<file path="config.mk">
export PLATFORM = sky130hd
export DESIGN_NAME = lsm_slice
export DESIGN_NICKNAME = d
export VERILOG_FILES = /design/src/rtl/lsm_pkg.sv /design/src/rtl/lsm_slice.sv
export SDC_FILE = /design/constraint.sdc
export NUM_CORES = 1
export LEC_CHECK = 0
export BUFFER_PORTS_ARGS = -buffer_cell sky130_fd_sc_hd__buf_2
export CELL_PAD_IN_SITES_DETAIL_PLACEMENT = 0
export CELL_PAD_IN_SITES_GLOBAL_PLACEMENT = 1
export CORE_UTILIZATION = 44
export DETAILED_ROUTE_END_ITERATION = 8
export GPL_ROUTABILITY_DRIVEN = 0
export PLACE_DENSITY_LB_ADDON = 0.1
export SYNTH_ARGS = -nofsm -noshare
export SYNTH_HDL_FRONTEND = slang
export SYNTH_SLANG_ARGS = --single-unit
export TNS_END_PERCENT = 1
</file>
<file path="constraint.sdc">
create_clock -name i_clk -period 2.9 [get_ports i_clk]
set_input_delay 0.29 -clock i_clk [delete_from_list [all_inputs] [get_ports i_clk]]
set_output_delay 0.29 -clock i_clk [all_outputs]
set_load 0.02 [all_outputs]
</file>
<file path="src/rtl/lsm_pkg.sv">
// Package of constants and types for the logic slice shift, mux and carry block
package lsm_pkg;
    // Slice geometry
    localparam int LSM_LANES   = 4;      // Lookup tables per slice
    localparam int LSM_DEPTH   = 32;     // Bits of shift storage per lookup table
    localparam int LSM_TAP_W   = 5;      // Width of a tap select
    localparam int LSM_MUX_W   = 2;      // Select width of a 4:1 selector
    localparam int LSM_MUX_N   = 4;      // Data inputs of a 4:1 selector
    localparam int LSM_TOP_BIT = 31;     // Highest stored position
    // Register bus
    localparam int LSM_DATA_W  = 32;
    localparam int LSM_ADDR_W  = 32;
    localparam int LSM_DEC_W   = 8;      // Address bits decoded
    localparam logic [7:0]  LSM_ADDR_CTRL   = 8'h00;
    localparam logic [7:0]  LSM_ADDR_STATUS = 8'h04;
    localparam logic [31:0] LSM_CTRL_RESET  = 32'h0000_0000;
    localparam logic [31:0] LSM_RDATA_NONE  = 32'h0000_0000;
    localparam logic [1:0]  LSM_HTRANS_NONSEQ = 2'b10;
    localparam logic        LSM_HRESP_OKAY    = 1'b0;
    localparam int          LSM_HTRANS_ACTIVE = 1;   // Bit set for NONSEQ/SEQ

    // Source of the carry into the lowest position
    typedef enum logic [1:0] {
        LSM_INIT_ZERO       = 2'b00,
        LSM_INIT_ONE        = 2'b01,
        LSM_INIT_BYPASS_A   = 2'b10,
        LSM_INIT_FROM_BELOW = 2'b11
    } lsm_init_t;

    // Source of each lane's slice flip-flop
    localparam logic [1:0] LSM_FF_LUT    = 2'b00;
    localparam logic [1:0] LSM_FF_SUM    = 2'b01;
    localparam logic [1:0] LSM_FF_CARRY  = 2'b10;
    localparam logic [1:0] LSM_FF_BYPASS = 2'b11;

    // Control register layout
    typedef struct packed {
        logic [12:0] spare;          // Reads as zero
        logic [7:0]  ff_src;         // Two bits per lane
        logic        cascade_en;     // Chain the lane shift registers
        logic [3:0]  srl_mode;       // Lane main result from shift tap
        logic [3:0]  gen_from_lut;   // Generate from second result
        lsm_init_t   init_sel;       // Carry into position zero
    } lsm_ctrl_t;

    // Status register layout
    typedef struct packed {
        logic [18:0] spare;          // Reads as zero
        logic        cascade_last;   // Top stored bit of the last lane
        logic [3:0]  lane_q;         // Slice flip-flops
        logic [3:0]  carry;          // Per-position carry outputs
        logic [3:0]  sum;            // Sum outputs
    } lsm_stat_t;
endpackage

</file>
<file path="src/rtl/lsm_slice.sv">
// Logic slice: addressable shift registers, wide selectors, carry chain
`timescale 1ns/1ps

// Function
// - Enabled edge loads serial bit, shifts up
// - Cascade output carries bit shifted out
// - Five-bit tap select picks stored bit
// - Tap output follows select combinationally
// - Fixed tap N gives N+1 stages
// - Fixed tap changes only on shifts
// - Cascade output holds top stored bit
// - Each lookup table is a 4:1 selector
// - Two pair muxes combine two tables each
// - Quad mux combines both pair muxes
// - Four upward carry positions with sum XOR
// - Ten chain inputs, eight chain outputs
// - Propagate comes from lookup main result
// - Generate from second result or bypass
// - Initial carry zero, one, bypass A or carry in from below
// - Top carry drives upward carry output
// - Sums and per-position carries presented
// - Chain results registrable in slice flops
// - Shift storage ignores any reset
// - Four cascaded tables give 128 stages
module lsm_slice (
    // Clock and reset
    input  wire logic                                   i_clk,
    input  wire logic                                   i_rst_b,
    // AHB-Lite register slave
    input  wire logic                                   i_hsel,
    input  wire logic [lsm_pkg::LSM_ADDR_W-1:0]         i_haddr,
    input  wire logic [1:0]                             i_htrans,
    input  wire logic                                   i_hwrite,
    input  wire logic [2:0]                             i_hsize,
    input  wire logic [lsm_pkg::LSM_DATA_W-1:0]         i_hwdata,
    input  wire logic                                   i_hready,
    output      logic                                   o_hreadyout,
    output      logic [lsm_pkg::LSM_DATA_W-1:0]         o_hrdata,
    output      logic                                   o_hresp,
    // Shift storage
    input  wire logic                                   i_shift_en,
    input  wire logic [lsm_pkg::LSM_LANES-1:0]          i_shift_in,
    input  wire logic [lsm_pkg::LSM_LANES-1:0]
                      [lsm_pkg::LSM_TAP_W-1:0]          i_tap_sel,
    output      logic [lsm_pkg::LSM_LANES-1:0]          o_tap,
    output      logic                                   o_cascade_shift_out,
    // Lookup table selector inputs
    input  wire logic [lsm_pkg::LSM_LANES-1:0]
                      [lsm_pkg::LSM_MUX_N-1:0]          i_lut_data,
    input  wire logic [lsm_pkg::LSM_LANES-1:0]
                      [lsm_pkg::LSM_MUX_W-1:0]          i_lut_sel,
    input  wire logic [lsm_pkg::LSM_LANES-1:0]          i_lut_second_result,
    // Wide selectors
    input  wire logic                                   i_pair_lower_sel,
    input  wire logic                                   i_pair_upper_sel,
    input  wire logic                                   i_quad_sel,
    output      logic [lsm_pkg::LSM_LANES-1:0]          o_lut_main_result,
    output      logic                                   o_pair_combine_mux_lower,
    output      logic                                   o_pair_combine_mux_upper,
    output      logic                                   o_quad_combine_mux,
    // Carry chain
    input  wire logic [lsm_pkg::LSM_LANES-1:0]          i_bypass_lane,
    input  wire logic                                   i_carry_in_from_below,
    output      logic [lsm_pkg::LSM_LANES-1:0]          o_sum,
    output      logic [lsm_pkg::LSM_LANES-1:0]          o_carry,
    output      logic                                   o_carry_out_upward,
    // Slice flip-flops
    output      logic [lsm_pkg::LSM_LANES-1:0]          o_lane_q
);
    import lsm_pkg::*;

    // Reset synchroniser stages
    logic                      rst_meta_q;   // First stage, read only by next
    logic                      rst_b_q;      // Released reset used by design

    // Register file
    lsm_ctrl_t                 ctrl_q;       // Control word
    lsm_stat_t                 stat_w;       // Live status view

    // Bus slave state
    logic                      wr_pend_q;    // Write data phase pending
    logic                      rd_pend_q;    // Read wait state in progress
    logic [LSM_DEC_W-1:0]      addr_q;       // Captured address
    logic                      hready_q;     // Registered ready
    logic [LSM_DATA_W-1:0]     hrdata_q;     // Registered read data
    logic                      take_w;       // Address phase accepted

    // Shift storage, deliberately without reset
    logic [LSM_DEPTH-1:0]      srl_q [LSM_LANES];
    logic [LSM_LANES-1:0]      serial_w;     // Serial input per lane

    // Lookup table results and carry chain nets
    logic [LSM_LANES-1:0]      main_w;       // Main six-input result
    logic [LSM_LANES-1:0]      gen_w;        // Generate per position
    logic [LSM_LANES:0]        cin_w;        // Carry into each position
    logic [LSM_LANES-1:0]      sum_w;
    logic                      init_w;       // Carry into position zero
    logic [LSM_LANES-1:0]      lane_q;       // Slice flip-flops

    // Two-stage release of the asynchronous reset
    always_ff @(posedge i_clk or negedge i_rst_b) begin
        if (!i_rst_b) begin
            rst_meta_q <= 1'b0;
            rst_b_q    <= 1'b0;
        end else begin
            rst_meta_q <= 1'b1;
            rst_b_q    <= rst_meta_q;
        end
    end

    // Accept an address phase only when selected, active and bus ready
    assign take_w = i_hsel && i_htrans[LSM_HTRANS_ACTIVE] && i_hready;

    // Address phase capture and ready generation
    // Reads take one wait state so read data always comes from a flop and
    // reflects a write finished in the cycle before.
    always_ff @(posedge i_clk or negedge rst_b_q) begin
        if (!rst_b_q) begin
            wr_pend_q <= 1'b0;
            rd_pend_q <= 1'b0;
            addr_q    <= '0;
            hready_q  <= 1'b1;
        end else begin
            if (rd_pend_q) begin
                // Wait state over, answer now
                rd_pend_q <= 1'b0;
                hready_q  <= 1'b1;
            end else if (take_w) begin
                addr_q    <= i_haddr[LSM_DEC_W-1:0];
                wr_pend_q <= i_hwrite;
                rd_pend_q <= !i_hwrite;
                hready_q  <= i_hwrite;
            end else if (i_hready) begin
                // Data phase ends with no new transfer
                wr_pend_q <= 1'b0;
            end
        end
    end

    // Control register write in the data phase
    // Only unspare fields store; other offsets drop the write silently.
    always_ff @(posedge i_clk or negedge rst_b_q) begin
        if (!rst_b_q) begin
            ctrl_q <= lsm_ctrl_t'(LSM_CTRL_RESET);
        end else if (wr_pend_q && i_hready && addr_q == LSM_ADDR_CTRL) begin
            ctrl_q       <= lsm_ctrl_t'(i_hwdata);
            ctrl_q.spare <= '0;
        end
    end

    // Status view of the slice's own state
    always_comb begin
        stat_w              = '0;
        stat_w.sum          = sum_w;
        stat_w.carry        = cin_w[LSM_LANES:1];
        stat_w.lane_q       = lane_q;
        stat_w.cascade_last = srl_q[LSM_LANES-1][LSM_TOP_BIT];
    end

    // Read data loaded at the end of the wait state
    always_ff @(posedge i_clk or negedge rst_b_q) begin
        if (!rst_b_q) begin
            hrdata_q <= LSM_RDATA_NONE;
        end else if (rd_pend_q) begin
            case (addr_q)
                LSM_ADDR_CTRL:   hrdata_q <= ctrl_q;
                LSM_ADDR_STATUS: hrdata_q <= stat_w;
                default:         hrdata_q <= LSM_RDATA_NONE;
            endcase
        end
    end

    assign o_hreadyout = hready_q;
    assign o_hrdata    = hrdata_q;
    assign o_hresp     = LSM_HRESP_OKAY;

    // Per-lane shift storage and lookup table result
    for (genvar l = 0; l < LSM_LANES; l++) begin : g_lane
        // Lane zero always takes the external serial bit; higher lanes take
        // the lane below's top bit when chained.
        if (l == 0) begin : g_first
            assign serial_w[l] = i_shift_in[l];
        end else begin : g_next
            assign serial_w[l] = ctrl_q.cascade_en ?
                                 srl_q[l-1][LSM_TOP_BIT] :
                                 i_shift_in[l];
        end

        // Storage has no reset term; only enabled shifts alter it
        always_ff @(posedge i_clk) begin
            if (i_shift_en) begin
                srl_q[l] <= {srl_q[l][LSM_DEPTH-2:0], serial_w[l]};
            end
        end

        // Main result: shift tap or 4:1 selector, both purely combinational
        // so a select change shows without waiting for a clock.
        always_comb begin
            o_tap[l] = srl_q[l][i_tap_sel[l]];
            if (ctrl_q.srl_mode[l]) begin
                main_w[l] = o_tap[l];
            end else begin
                main_w[l] = i_lut_data[l][i_lut_sel[l]];
            end
        end

        // Generate source: second result for multipliers, bypass for adders
        assign gen_w[l] = ctrl_q.gen_from_lut[l] ?
                          i_lut_second_result[l] : i_bypass_lane[l];

        // Carry select and sum XOR per position
        assign cin_w[l+1] = main_w[l] ? cin_w[l] : gen_w[l];
        assign sum_w[l]   = main_w[l] ^ cin_w[l];

        // Slice flip-flop with selectable source
        always_ff @(posedge i_clk or negedge rst_b_q) begin
            if (!rst_b_q) begin
                lane_q[l] <= 1'b0;
            end else begin
                case (ctrl_q.ff_src[2*l +: 2])
                    LSM_FF_LUT:    lane_q[l] <= main_w[l];
                    LSM_FF_SUM:    lane_q[l] <= sum_w[l];
                    LSM_FF_CARRY:  lane_q[l] <= cin_w[l+1];
                    default:       lane_q[l] <= i_bypass_lane[l];
                endcase
            end
        end
    end

    // Top bit of the last lane leaves as the cascade output
    assign o_cascade_shift_out = srl_q[LSM_LANES-1][LSM_TOP_BIT];

    // Pair and quad combining selectors; with chaining and taps these give
    // one addressable 128-stage delay.
    always_comb begin
        o_pair_combine_mux_lower = i_pair_lower_sel ? main_w[1] :
                                                      main_w[0];
        o_pair_combine_mux_upper = i_pair_upper_sel ? main_w[3] :
                                                      main_w[2];
        o_quad_combine_mux       = i_quad_sel ? o_pair_combine_mux_upper :
                                                o_pair_combine_mux_lower;
    end

    // Initial carry selection
    always_comb begin
        case (ctrl_q.init_sel)
            LSM_INIT_ZERO:     init_w = 1'b0;
            LSM_INIT_ONE:      init_w = 1'b1;
            LSM_INIT_BYPASS_A: init_w = i_bypass_lane[0];
            default:           init_w = i_carry_in_from_below;
        endcase
    end

    // Chain outputs: the top carry climbs to the slice above
    assign cin_w[0]           = init_w;
    assign o_sum              = sum_w;
    assign o_carry            = cin_w[LSM_LANES:1];
    assign o_carry_out_upward = cin_w[LSM_LANES];
    assign o_lut_main_result  = main_w;
    assign o_lane_q           = lane_q;

endmodule

</file>
After elaboration in Yosys (flattened, before gate mapping):

Memories as Yosys holds them, arrays and structs flattened.
Index checks and enable logic that the tools add are counted.

* register bits after elaboration: 68
* memory bits (writable): 128
* input port bits: 135
* output and inout port bits: 59
* word-level logic and storage cells: 104
* memories kept: 1

* order comparisons: 8
* eq/ne operators: 11
* mux-type cells: 48
* bitwise logic cells: 5
* reduce and logical (&&, ||, !) cells: 15

Memory list
* srl_q: words 4, width 32, read ports 4, clocked after memory_dff 0, wr ports 4, RTL line lsm_slice.sv:89 `logic [LSM_DEPTH-1:0] srl_q [LSM_LANES];`

Operators with widths (count)
* 19-bit one-hot mux with 2 select lines: 1
* 1-bit two-way mux: 34
* 5-bit by 6-bit less-than comparator with 1-bit output, second input constant: 4
* 1-bit binary-select mux with 5-bit select: 4
* 1-bit one-hot mux with 3 select lines: 5
* 2-bit by 3-bit less-than comparator with 1-bit output, second input constant: 4
* 2-bit by 1-bit == test with 1-bit output, second input constant: 5
* 2-bit == test, second input constant: 5
* 2-bit zero test: 5
* 1-bit binary-select mux with 2-bit select: 4
* 8-bit by 3-bit == test with 1-bit output, second input constant: 1
* 8-bit zero test: 1
* 1-bit logical AND: 4
* 2-bit AND reduction: 2
* 2-bit nonzero test: 2
* 1-bit bitwise XOR: 4
* 1-bit zero test: 1
* 1-bit inverter: 1

Longest topological paths before layout:

An unclocked memory read counts as a cell.

* word-level depth: 9
* depth in mapped cells: 12
* mapped depth without buffers: 10

Worst setup path before layout:

Ideal clock, no wire load.

* kind: flip-flop to output port
* start: memory srl_q[3][31]
* end: output o_carry[3] (netlist bit)
* arrival: 2741 ps
* required time: 2610 ps
* slack: -131 ps
* cell stages (with the launch flop): 8
* path buffers: 1
* path through: edfxtp_1 -> mux4_2 -> mux4_2 -> mux2_2 -> mux2i_4 -> inv_2 -> o21ai_1 -> buf_4

RTL lines
* start: declaration: RTL line lsm_slice.sv:89
* end: declaration: RTL line lsm_slice.sv:65 `output logic [lsm_pkg::LSM_LANES-1:0] o_carry,`

==> flow_summary.ini <==
[clocking]
cts.sinks = 183
cts_tree = built
htree_levels = 4
cts_buffers = 17
clock-root-buffer = clkbuf_16
clk_latency_ns = 0.42
clk_pin_slew_worst_paths_ns = 0.07
cts_max_path_buffers = 2

[global_route]
grt-ovfl-total = 0
antenna_found_initial = 2
grtUsageTotal = 0.182
grt_pass1_vias = 4563
grt_first_pass_wirelength_um = 24800
grt_start_max_net_pins = 56

[pwr]
sw_frac_of_total = 0.240
comb_power_share = 0.140
power.leakage_nw = 4.11
power_density_nw_per_um2 = 666
p_seq_frac = 0.475
power_switching_w = 0.00157
clkPwrFrac = 0.385
internal_power_w = 0.00497
vdd_drop_max_uv = 569

[synthesis]
netlist_area_sq_um = 7820
synth_edf_count = 128
netlist.area_leader.share = 0.492
postSynthCellCount = 462
yosysWarnings = 0
async_reset_ff_frac = 0.301
synth_most_common_cell = edfxtp_1
ys.flop_type = edfxtp_1
synth_seq_area_share = 0.668
synth_commonest_cells = edfxtp_1, dfrtp_1, mux2i_1
netlist.top_cell.by_area = edfxtp_1
syn_area_per_cell_sq_um = 16.9
ys_seq_elements = 183
ys_types = 57
synth_area_leaders = edfxtp_1, dfrtp_1, mux4_2, mux2_2, mux2i_1

[sta]
fin_crit_ns = 3.12
relSlewSlack = 0.520
rsz0062_at_grt = yes
fmax_ghz = 0.320
finalSetupViolations = 9
layout_setup_ws_ns = -0.220
hold_viol = 0
worst_slew_pin_slew_ns = 0.719
drv_slew = 0
finClkSkew_ns = 0.00762
tns_ns = -1.40
post-route-period-util = 1.08

[worst_setup_path]
cp-start-kind = flop
critPathArrivalTime_ns = 2.83
path_class = flop to primary output
crit_required_ns = 2.61
endpoint_kind = primary output
r2r_slack_ns = 0.25
crit_fanout = 4
worstRegToRegCells = 11

[route]
drcViolationCount = 0
final_antenna_net_count = 0
wl_per_cell_um = 18.2
drt-total-wl_um = 16000
routed_via_density = 5.27
drtPass1Iterations = 4
drtIter0Drc = 181
vias = 4652

[run]
cap_viol_max_count = 0

[hold_path]
worstHoldPathType = input port to flop
min_delay_path_depth = 2

[die]
chipHeight_um = 135
fp.dieW_um = 135
fp.dieArea_sq_um = 18300
core_sq_um = 17300
row_count = 48
design.portCount = 194
start_util = 0.452

[final_layout]
syn_to_final_growth_pct = 25.4
drive_gt1_frac = 0.454
nNetsFinal = 779
post-route-util = 0.567
antenna_cells = 0

[status]
status = finished with violations
violations = setup timing

[place]
port_buffers = 138
hpwl_um = 11200
-- timing repair --
item,CTS,global route
setup buffers,5,14
pin swaps,2,3
resized for setup,18,12
endpoints found under the hold margin,2,0
gates cloned,0,0
hold buffers,1,0
endpoints found under the setup margin,11,13
-- power groups by stage --
stage          Combinational (W)  Sequential, W  Clock [W]
6_report                0.000914        0.00310    0.00252
5_1_grt                 0.000983        0.00313    0.00267
4_1_cts                 0.000877        0.00310    0.00257
3_5_place_dp            0.000821        0.00316          0
3_3_place_gp            0.000810        0.00315          0
2_1_floorplan           0.000492        0.00314          0
-- registers in the layout (all words and copies together) (netlist names) --
register,flops
addr_q,8
ctrl_q,19
o_hrdata,19
o_hreadyout,1
o_lane_q,4
rd_pend_q,1
rst_b_q,1
rst_meta_q,1
srl_q,128
wr_pend_q,1
-- worst paths after layout --
check	from	endpoint
setup / recovery	srl_q[1][7]$_DFFE_PP_	o_sum[2]
hold / removal	i_hwrite	rd_pend_q$_DFF_PN0_
setup reg to reg	srl_q[1][7]$_DFFE_PP_	o_hrdata[3]$_DFFE_PN0P_
hold reg to reg	rst_b_q$_DFF_PN0_	ctrl_q[13]$_DFFE_PN0P_
max in group asynchronous	rst_b_q$_DFF_PN0_	o_hreadyout$_DFFE_PN1P_
min in group asynchronous	i_rst_b	rst_meta_q$_DFF_PN0_
-- final cells by class --
class	count	area [sq um]
multi-input cells	251	2490
clock buffers	17	425
fillers	1403	7490
clock inverters	15	223
flip-flops and latches	183	5220
inverters	11	41.3
well taps	225	282
repair buffers	180	1120
-- through the flow --
stage          worst slack (ns)  std cells  cell area (sq um)  hold slack (ns)  total power [W]
6_report                 -0.220        882               9810           0.0384          0.00653
5_1_grt                  -0.342        882               9810           0.0184          0.00678
4_1_cts                  -0.227        868               9650           0.0193          0.00655
3_5_place_dp            -0.0733        830               8870           0.0788          0.00398
3_3_place_gp            -0.0852        830               8870           0.0752          0.00396
2_1_floorplan           -0.0344        475               7870         -0.00559          0.00363
-- cell usage in the layout, fill, tap and decap left out, drive strengths merged, types with 5 or more instances in the layout --
cell       n
o21ai      7
mux4      27
a31oi      5
buf      179
edfxtp   128
mux2      36
mux2i     40
nand2     21
a22oi      9
o2bb2ai   11
dfrtp     54
a22o       6
clkbuf    17
nand3b     5
a21oi      8
conb      15
nor2       8
bufinv     5
inv       14
-- layer usage --
metal,track usage,wire length (um),vias up
met5,0,27,-
met2,0.279,7670,116
met1,0.257,7380,2355
li1,-,-,2162
met4,0.0581,180,4
met3,0.0445,767,15
-- worst max-delay path, stage by stage (launching register included) --
cell and delay [ns]:
edfxtp_1 0.39, mux4_2 0.50, a22oi_2 0.18, nand4_1 0.22
mux2i_4 0.31, nand2_2 0.11, o41ai_4 0.06, buf_4 0.21
buf_4 0.13, xnor2_2 0.12, buf_4 0.18
-- cells by family (layout without fill, tap and decap cells) --
family / after synthesis / in the layout / share of synthesized area
buffers and inverters: 41 / 223 / 0.0301
other: 2 / 15 / 0.000961
multiplexers: 103 / 103 / 0.186
XOR/XNOR: 4 / 4 / 0.00448
AND/OR/NAND/NOR: 64 / 64 / 0.0458
flip-flops: 183 / 183 / 0.668
AO/OA/AOI/OAI: 65 / 65 / 0.0651
Power figures use the tool's default switching activity.
